[src/pkg/bsd_boot_regs.vh]
// Constants for the boot strap decoder
// ****************************************
// Overview of operation
// Sample the strap pins at power-up; the captured value picks the boot order.
// Top two strap bits give crystal frequency: 19.2, 24, 25, 26 MHz.
// Board must drive strap bits 13:12 as 00b; other values reserved.
// Strap bits 11 through 6 are ignored and never affect boot order.
// Strap bit 5: 0 keeps aux clock output off, 1 enables it.
// Code 11100b: onboard flash card, removable card, console serial, USB device.
// Code 11000b: serial flash, removable card, USB device, console serial.
// A source with no usable image makes the device try the next one.
// Holding the boot select switch pulls one strap bit low for the alternate order.
// External overrides should be gated by board reset and released after it.
// Captured strap value stays fixed after reset until the next reset.
// ****************************************
`ifndef BSD_BOOT_REGS_VH
`define BSD_BOOT_REGS_VH
`define BSD_STRAP_WIDTH 16
`define BSD_XTAL_HI 15
`define BSD_XTAL_LO 14
`define BSD_RSVD_HI 13
`define BSD_RSVD_LO 12
`define BSD_AUXCLK_BIT 5
`define BSD_CODE_HI 4
`define BSD_CODE_LO 0
`define BSD_CODE_DEFAULT 5'h1C
`define BSD_CODE_ALT 5'h18
`define BSD_XTAL_19M2 2'h0
`define BSD_XTAL_24M 2'h1
`define BSD_XTAL_25M 2'h2
`define BSD_XTAL_26M 2'h3
`define BSD_SRC_NONE 3'h0
`define BSD_SRC_ONBOARD_FLASH_CARD 3'h1
`define BSD_SRC_REMOVABLE_CARD 3'h2
`define BSD_SRC_CONSOLE_SERIAL 3'h3
`define BSD_SRC_USB_DEVICE 3'h4
`define BSD_SRC_SERIAL_FLASH 3'h5
`define BSD_SEQ_LEN 4
`define BSD_SETTLE_CYCLES 4'h4
`endif

[src/hw/bsd_boot_strap_decoder.v]
// Boot strap capture, decode and boot source sequencer
`timescale 1ns/1ps
`include "bsd_boot_regs.vh"
module bsd_boot_strap_decoder #(
    parameter [3:0] SETTLE_COUNT = `BSD_SETTLE_CYCLES
) (
    input wire sys_clk,
    input wire rst_n,
    input wire [15:0] bootStrapPins,
    input wire sourceDone,
    input wire sourceFail,
    output reg [1:0] xtalSelect,
    output reg auxClockOutputOneEn,
    output reg strapReserved,
    output reg [4:0] bootCode,
    output reg configValid,
    output reg [2:0] activeSource,
    output reg sourceStart,
    output reg bootSuccess,
    output reg bootExhausted
);
    // ****************************************
    // Sequencer states
    // ****************************************
    localparam ST_SETTLE = 3'h0;
    localparam ST_CAPTURE = 3'h1;
    localparam ST_START = 3'h2;
    localparam ST_WAIT = 3'h3;
    localparam ST_BOOTED = 3'h4;
    localparam ST_FAILED = 3'h5;

    // ****************************************
    // Internal registers and nets
    // ****************************************
    reg [15:0] pinSync1Reg;
    reg [15:0] pinSync2Reg;
    reg [15:0] strapLatchReg;
    reg [2:0] stateReg;
    reg [2:0] stateNext;
    reg [3:0] settleReg;
    reg [1:0] stepReg;
    reg [1:0] stepNext;
    wire [2:0] tableSource;
    wire tableValid;
    wire [1:0] latchXtal;
    wire latchReserved;
    wire latchAuxClock;
    wire [4:0] latchCode;
    wire settleDone;
    wire captureNow;
    wire launchSource;
    wire imageFound;
    wire imageMissing;
    wire enterFailed;

    // ****************************************
    // Strap pin synchroniser
    // ****************************************
    // Runs through reset so the latch below sees settled pins
    always @(posedge sys_clk) begin
        pinSync1Reg <= bootStrapPins;
        pinSync2Reg <= pinSync1Reg;
    end

    // ****************************************
    // Strap latch
    // ****************************************
    // Follows the pins while board reset is low and freezes at release,
    // so header overrides may drop away as soon as reset ends
    always @(posedge sys_clk) begin
        if (!rst_n) begin
            strapLatchReg <= pinSync2Reg;
        end
    end

    // ****************************************
    // Strap field split
    // ****************************************
    assign latchXtal = strapLatchReg[`BSD_XTAL_HI:`BSD_XTAL_LO];
    assign latchReserved = |strapLatchReg[`BSD_RSVD_HI:`BSD_RSVD_LO];
    assign latchAuxClock = strapLatchReg[`BSD_AUXCLK_BIT];
    // Bits 11 to 6 are left unread
    assign latchCode = strapLatchReg[`BSD_CODE_HI:`BSD_CODE_LO];

    // ****************************************
    // Boot order table
    // ****************************************
    bsd_source_table uTable (
        .bootCode(bootCode),
        .stepIndex(stepReg),
        .sourceId(tableSource),
        .codeValid(tableValid)
    );

    // ****************************************
    // Sequencer events
    // ****************************************
    assign settleDone = (settleReg == SETTLE_COUNT);
    assign captureNow = (stateReg == ST_CAPTURE);
    assign launchSource = (stateReg == ST_START) && tableValid;
    assign imageFound = (stateReg == ST_WAIT) && sourceDone;
    // Done wins when both answers arrive together
    assign imageMissing = (stateReg == ST_WAIT) && !sourceDone && sourceFail;
    assign enterFailed = (stateNext == ST_FAILED) && (stateReg != ST_FAILED);

    // ****************************************
    // Next state
    // ****************************************
    always @* begin
        stateNext = stateReg;
        stepNext = stepReg;
        case (stateReg)
            ST_SETTLE: begin
                if (settleDone) begin
                    stateNext = ST_CAPTURE;
                end
            end
            ST_CAPTURE: begin
                stateNext = ST_START;
            end
            ST_START: begin
                if (tableValid) begin
                    stateNext = ST_WAIT;
                end else begin
                    stateNext = ST_FAILED;
                end
            end
            ST_WAIT: begin
                if (imageFound) begin
                    stateNext = ST_BOOTED;
                end else if (imageMissing) begin
                    if (stepReg == 2'h3) begin
                        stateNext = ST_FAILED;
                    end else begin
                        stepNext = stepReg + 2'h1;
                        stateNext = ST_START;
                    end
                end
            end
            ST_BOOTED: begin
                stateNext = ST_BOOTED;
            end
            ST_FAILED: begin
                stateNext = ST_FAILED;
            end
            default: begin
                stateNext = ST_SETTLE;
            end
        endcase
    end

    // ****************************************
    // State, step and settle registers
    // ****************************************
    always @(posedge sys_clk) begin
        if (!rst_n) begin
            stateReg <= ST_SETTLE;
            stepReg <= 2'h0;
        end else begin
            stateReg <= stateNext;
            stepReg <= stepNext;
        end
    end

    // Settle counter stops once the sequencer leaves the settle state
    always @(posedge sys_clk) begin
        if (!rst_n) begin
            settleReg <= 4'h0;
        end else if (stateReg == ST_SETTLE) begin
            settleReg <= settleReg + 4'h1;
        end
    end

    // ****************************************
    // Configuration capture
    // ****************************************
    // Loaded once per reset from the frozen latch; later pin activity is ignored
    always @(posedge sys_clk) begin
        if (!rst_n) begin
            xtalSelect <= 2'h0;
            auxClockOutputOneEn <= 1'b0;
            strapReserved <= 1'b0;
            bootCode <= 5'h00;
            configValid <= 1'b0;
        end else if (captureNow) begin
            xtalSelect <= latchXtal;
            strapReserved <= latchReserved;
            auxClockOutputOneEn <= latchAuxClock;
            bootCode <= latchCode;
            configValid <= 1'b1;
        end
    end

    // ****************************************
    // Source launch
    // ****************************************
    always @(posedge sys_clk) begin
        if (!rst_n) begin
            activeSource <= `BSD_SRC_NONE;
            sourceStart <= 1'b0;
        end else begin
            sourceStart <= launchSource;
            if (enterFailed) begin
                activeSource <= `BSD_SRC_NONE;
            end else if (launchSource) begin
                activeSource <= tableSource;
            end
        end
    end

    // ****************************************
    // Outcome flags
    // ****************************************
    // Both flags are sticky until the next board reset
    always @(posedge sys_clk) begin
        if (!rst_n) begin
            bootSuccess <= 1'b0;
        end else if (imageFound) begin
            bootSuccess <= 1'b1;
        end
    end

    always @(posedge sys_clk) begin
        if (!rst_n) begin
            bootExhausted <= 1'b0;
        end else if (enterFailed) begin
            bootExhausted <= 1'b1;
        end
    end
endmodule // bsd_boot_strap_decoder

[src/hw/bsd_source_table.v]
// Boot source lookup: boot code and step index to source id
`timescale 1ns/1ps
`include "bsd_boot_regs.vh"
module bsd_source_table (
    input wire [4:0] bootCode,
    input wire [1:0] stepIndex,
    output reg [2:0] sourceId,
    output reg codeValid
);
    always @* begin
        sourceId = `BSD_SRC_NONE;
        codeValid = 1'b0;
        case (bootCode)
            `BSD_CODE_DEFAULT: begin
                codeValid = 1'b1;
                case (stepIndex)
                    2'h0: sourceId = `BSD_SRC_ONBOARD_FLASH_CARD;
                    2'h1: sourceId = `BSD_SRC_REMOVABLE_CARD;
                    2'h2: sourceId = `BSD_SRC_CONSOLE_SERIAL;
                    default: sourceId = `BSD_SRC_USB_DEVICE;
                endcase
            end
            `BSD_CODE_ALT: begin
                codeValid = 1'b1;
                case (stepIndex)
                    2'h0: sourceId = `BSD_SRC_SERIAL_FLASH;
                    2'h1: sourceId = `BSD_SRC_REMOVABLE_CARD;
                    2'h2: sourceId = `BSD_SRC_USB_DEVICE;
                    default: sourceId = `BSD_SRC_CONSOLE_SERIAL;
                endcase
            end
            default: begin
                sourceId = `BSD_SRC_NONE;
                codeValid = 1'b0;
            end
        endcase
    end
endmodule // bsd_source_table

[config.mk]
export PLATFORM = sky130hd
export DESIGN_NAME = bsd_boot_strap_decoder
export DESIGN_NICKNAME = d
export VERILOG_FILES = /design/src/hw/bsd_boot_strap_decoder.v /design/src/hw/bsd_source_table.v
export VERILOG_INCLUDE_DIRS = /design/src /design/src/pkg
export SDC_FILE = /design/constraint.sdc
export NUM_CORES = 1
export LEC_CHECK = 0
export ABC_CLOCK_PERIOD_IN_PS = 1300
export BUFFER_PORTS_ARGS = -buffer_cell sky130_fd_sc_hd__buf_2
export CORE_ASPECT_RATIO = 1.2
export CORE_UTILIZATION = 40
export CTS_CLUSTER_DIAMETER = 40
export CTS_CLUSTER_SIZE = 14
export DETAILED_ROUTE_END_ITERATION = 10
export PLACE_DENSITY = 0.7
export SYNTH_ARGS = -nofsm -noshare
export SYNTH_HDL_FRONTEND = slang
export SYNTH_SLANG_ARGS = --single-unit
[constraint.sdc]
create_clock -name sys_clk -period 1.3 [get_ports sys_clk]
set_input_delay 0.325 -clock sys_clk [delete_from_list [all_inputs] [get_ports sys_clk]]
set_output_delay 0.325 -clock sys_clk [all_outputs]
set_load 0.05 [all_outputs]
# Yosys cells after proc, flatten, opt, wreduce, memory -nomap -nowiden
# Index checks and enable logic that the tools add are counted.
op_classes:
  n_reduce_logical: 12
  n_addsub: 2
  n_eq_ne: 13
  bitwise: 3
  n_mux: 10
op_table:
  columns: ["op", "count"]
  rows:
  - ["one-hot mux 3 bit (3 select lines)", 2]
  - ["one-hot mux 3 bit (6 select lines)", 1]
  - ["two-way mux 3 bit", 5]
  - ["equality test 5 bit, second input constant", 2]
  - ["equality test 3 bit, second input constant", 3]
  - ["equality test 3 x 2 -> 1 bit, second input constant", 2]
  - ["one-hot mux 3 bit (2 select lines)", 1]
  - ["OR reduction 2 bit", 3]
  - ["logical AND 1 bit", 5]
  - ["adder 4 x 1 -> 4 bit, second input constant", 1]
  - ["equality test 2 bit, second input constant", 2]
  - ["equality test 4 x 3 -> 1 bit, second input constant", 1]
  - ["AND reduction 4 bit", 1]
  - ["equality test 3 x 1 -> 1 bit, second input constant", 1]
  - ["zero test 3 bit", 1]
  - ["inequality test 3 bit, second input constant", 1]
  - ["inverter 1 bit", 3]
  - ["adder 2 x 1 -> 2 bit, second input constant", 1]
  - ["equality test 2 x 1 -> 1 bit, second input constant", 1]
  - ["zero test 2 bit", 1]
  - ["zero test 1 bit", 1]
  - ["two-way mux 1 bit", 1]
totals:
  reg_bits: 73
  output_inout_bits: 16
  input_bits: 20

# Depth between registers and ports, before layout
logic_depth:
  ltp_word: 9
  depth_mapped: 6
  depth_no_buf: 6

# Hierarchy
# From an unflattened synthesis, not the netlist that was laid out.
hier_totals:
  cells_unflattened: 152
  hier_area_um2: 1879.3
modules_own_cells:
  columns: ["module", "cells_each", "area_per_inst_um2", "seq_area_each_um2", "n_inst"]
  rows:
  - ["bsd_boot_strap_decoder", 138, 1754.2, 1201.2, 1]
  - ["bsd_source_table", 14, 125.1, 0.0, 1]

# Worst setup path before layout
# OpenSTA, ideal clock, no wires.
synth_timing:
  path_type: "register -> register"
  start: "register bootCode[4]"
  end: "register activeSource[0]"
  synth_period_minus_slack_ns: 1.562
  stages_incl_launch_ff: 5
  slack_ns: -0.262
  arrival_time_ns: 1.438
  setup_time_ns: 0.124
  path_cell_list: "dfxtp_1 nor4b_2 nand3_1 mux2i_1 nor2_1"
synth_between:
  elab_chain_len: 8
  word_cells_on_any_way: 11
synth_lines:
  columns: ["item", "line_no", "source"]
  rows:
  - ["from (decl)", "bsd_boot_strap_decoder.v:15", "output reg [4:0] bootCode,"]
  - ["from (signal assigned)", "bsd_boot_strap_decoder.v:189", "bootCode <= latchCode;"]
  - ["equality test 5 bit", "bsd_source_table.v:13", "case (bootCode)"]
  - ["OR reduction 2 bit (no source line)", null, null]
  - ["two-way mux 1 bit", "bsd_source_table.v:13", null]
  - ["two-way mux 3 bit", "bsd_boot_strap_decoder.v:122", "if (tableValid) begin"]
  - ["one-hot mux 3 bit (6 select lines)", "bsd_boot_strap_decoder.v:112", "case (stateReg)"]
  - ["equality test 3 bit", "bsd_boot_strap_decoder.v:104", "assign enterFailed = (stateNext == ST_FAILED) && (stateReg != ST_FAILED);"]
  - ["logical AND 1 bit", "bsd_boot_strap_decoder.v:104", null]
  - ["OR reduction 2 bit (no source line)", null, null]
  - ["to (signal assigned)", "bsd_boot_strap_decoder.v:199", "activeSource <= `BSD_SRC_NONE;"]
  - ["to (signal assigned)", "bsd_boot_strap_decoder.v:204", "activeSource <= `BSD_SRC_NONE;"]
  - ["to (signal assigned)", "bsd_boot_strap_decoder.v:206", "activeSource <= tableSource;"]
  - ["to (decl)", "bsd_boot_strap_decoder.v:17", "output reg [2:0] activeSource,"]
# Parallel ways exist; a longest one is shown, timed or not.
# A chain may end at the register's enable or synchronous reset.

# Worst setup path after layout
layout_timing:
  start: "register settleReg[0]"
  end: "register activeSource[1]"
layout_between:
  elab_chain_len: 6
layout_lines:
  columns: ["item", "line_no", "source"]
  rows:
  - ["from (decl)", "bsd_boot_strap_decoder.v:40", "reg [3:0] settleReg;"]
  - ["from (signal assigned)", "bsd_boot_strap_decoder.v:170", "settleReg <= settleReg + 4'h1;"]
  - ["equality test 4 x 3 -> 1 bit", "bsd_boot_strap_decoder.v:98", "assign settleDone = (settleReg == SETTLE_COUNT);"]
  - ["two-way mux 3 bit", "bsd_boot_strap_decoder.v:114", "if (settleDone) begin"]
  - ["one-hot mux 3 bit (6 select lines)", "bsd_boot_strap_decoder.v:112", null]
  - ["equality test 3 bit", "bsd_boot_strap_decoder.v:104", null]
  - ["logical AND 1 bit", "bsd_boot_strap_decoder.v:104", null]
  - ["OR reduction 2 bit (no source line)", null, null]
# Every way passes these cells.

==> out/metrics.cfg <==
[global_route]
grt_usage = 0.1325
gr-total-overflow = 0
grt_pass1_vias = 1165
grt_pass1_wl_mm = 5.078
antenna_found_initial = 0
grt_max_degree = 30

[cells_and_area]
antenna_cells = 0
drive_gt1_frac = 0.4019
syn_to_final_growth_pct = 28.91
fillers = 393
finalNetCount = 234
fin_area_um2 = 2405
utilization = 0.5517

[route]
num_vias = 1204
ant_nets = 0
drt-wirelength-per-cell_um = 11.22
drc = 0
routed_wl_mm = 2.974
firstDrtPassIters = 4
first_iter_violations = 66
routed_via_density = 4.543

[floorplanning]
ios = 36
coreArea_um2 = 4359
die_w_um = 64.34
num_rows = 26
dieArea_um2 = 4942
start_util = 0.4280
die_h_um = 76.81

[placement]
dp_slack_ps = -99.06
post_dp_cell_area_um2 = 2235
port_buffers = 29
hpwlAfterDp_mm = 2.013
gp_congestion = 0.8502

[synth]
ys_types = 33
muxShareOfSynthArea = 0.06439
syn_avg_cell_area_um2 = 12.04
synth_top_flop_cell = dfxtp_1
async_flop_share = 0
synth-xor-area-share = 0.01878
synth.most_common_cell = dfxtp_1
synth_fa_ha_area_frac = 0.04024
synth-seq-area-share = 0.6439
syn_inst = 155
yosysWarnings = 0
synth_area_um2 = 1866
synth-compound-area-share = 0.06707
ys_top_cells_by_count = dfxtp_1, nor2_1, mux2i_1, edfxtp_1, nand2_1
ys_ff_latch = 55
synthSimpleGateAreaFrac = 0.1348
syn_nets = 181
synth_top_family_by_area = simple AND/OR/NAND/NOR gates
yosys.area.top_type_share = 0.4829
synth.area.top_cells = dfxtp_1, edfxtp_1, mux2i_1
synth_top_area_cell = dfxtp_1
synth_edf_count = 10

[worst_setup_path]
worstPathMaxFanout = 3
crit_start = settleReg[0]
critical_path_arrival_ps = 1570
crit_path_start_kind = flop
worstReg2RegStart = settleReg[0]
cp-end-kind = flop
r2r_slack_ps = -70
worstPathRequired_ps = 1500
r2r-end = activeSource[1]
cp-endpoint = activeSource[1]
reg2reg_depth = 6
critPathKind = reg -> reg

[timing]
min_period_ps = 1374
finalWorstSetupSlack_ps = -73.70
finalCritPeriodShare = 1.057
setup_violations = 5
hold_violations = 0
skew_ps = 9.498
drv_slew = 0
fmax_ghz = 0.7280
setup-tns-final_ps = -294.6
worst_pin_slew_ps = 325.6
slew_headroom = 0.7820
rsz0062_at_grt = true

[power_and_ir_drop]
power_leakage_uw = 0.001023
finalPower_uw = 3176
powerDensity_nw_per_um2 = 1321
max-vdd-ir-drop_mv = 0.9720

[clock_tree]
clk_pin_slew_ps = 100
cts_num_sinks = 55
cts_root_buffer = clkbuf_8
clk_latency_ps = 310
holdBufCountCts = 0
numCtsBuffers = 5
cts_max_level = 2
cts_buffer_depth = 2
cts_tree = yes

[run_status]
status = finished with violations
violations = negative setup slack

[worst_hold_path]
hold_path_class = in -> reg

[job]
maxCapViolCount = 0

==> cell type report <==
| class | instances | area [um^2] | share of cell area |
|---|---|---|---|
| inverters | 6 | 22.52 | 0.009365 |
| clock buffers | 5 | 68.82 | 0.02862 |
| repair buffers | 51 | 351.6 | 0.1462 |
| well taps | 56 | 70.07 | 0.02914 |
| flip-flops and latches | 55 | 1224 | 0.5088 |
| clock inverters | 3 | 22.52 | 0.009365 |
| multi-input cells | 89 | 645.6 | 0.2685 |
==> report_power, final <==
| part | switching [uW] | total [uW] | internal (uW) |
|---|---|---|---|
| clock | 561 | 951 | 390 |
| combinational | 180 | 357 | 177 |
| sequential | 43.8 | 1870 | 1820 |
==> state kept, by name, indices dropped and copies added, names as in the netlist <==
register	flops
pinSync1Reg	10
xtalSelect	2
strapReserved	1
bootCode	5
bootSuccess	1
bootExhausted	1
stepReg	2
settleReg	4
pinSync2Reg	10
activeSource	3
sourceStart	1
strapLatchReg	10
configValid	1
stateReg	3
auxClockOutputOneEn	1
==> logic make-up after synthesis <==
logic type	count (synthesis)
fa+ha+maj	6
flops	55
buf+inv	11
xor+xnor	4
compound gates	19
simple gates	48
mux	12
==> per-stage QoR <==
| stage | std cells | hold WS [ps] |
|---|---|---|
| finish | 265 | 110.9 |
| global route | 265 | 93.40 |
| CTS | 263 | 102.6 |
| detailed placement | 253 | 312.1 |
| global placement | 253 | 310.0 |
| floorplan | 155 | 309.6 |
==> cells in the final DEF, fill, tap and decap left out, drive strengths merged, types with 3 or more instances in the layout <==
master   n
a21oi    6
nor2b    4
mux2i   12
ha       6
dfxtp   45
nand2    8
nand3    3
inv      8
buf     49
o21ai    5
edfxtp  10
nor2    24
clkbuf   7
==> layer usage <==
metal | global-route usage | wire [um]
met3 | 0.04762 | 185
met1 | 0.1486 | 1333
met5 | 0 | 0
met4 | 0.06000 | 59
met2 | 0.2211 | 1395
==> worst min-delay path by stage <==
stage | start | end | cells past startpoint
after floorplan | pinSync1Reg[0] | pinSync2Reg[0] | 0
after global placement | pinSync1Reg[0] | pinSync2Reg[0] | 0
after detailed placement | pinSync1Reg[3] | pinSync2Reg[3] | 0
final | bootStrapPins[15] | pinSync1Reg[15] | 1
after CTS | bootStrapPins[15] | pinSync1Reg[15] | 1
after global routing | bootStrapPins[5] | pinSync1Reg[5] | 1
==> worst max-delay path, cell delays in order, from the launching register on <==
cell and delay [ps]:
dfxtp_2 340, inv_2 40, ha_2 150, nand3b_1 70
a211o_2 330, a32oi_2 240, nor2_1 80
==> what timing repair did <==
action	4_1_cts	5_1_grt
resized for setup	12	9
endpoints found under the setup margin	11	18
buffers inserted	2	2
pin swaps	7	7
No activity file was read; power rests on OpenSTA's default activity.
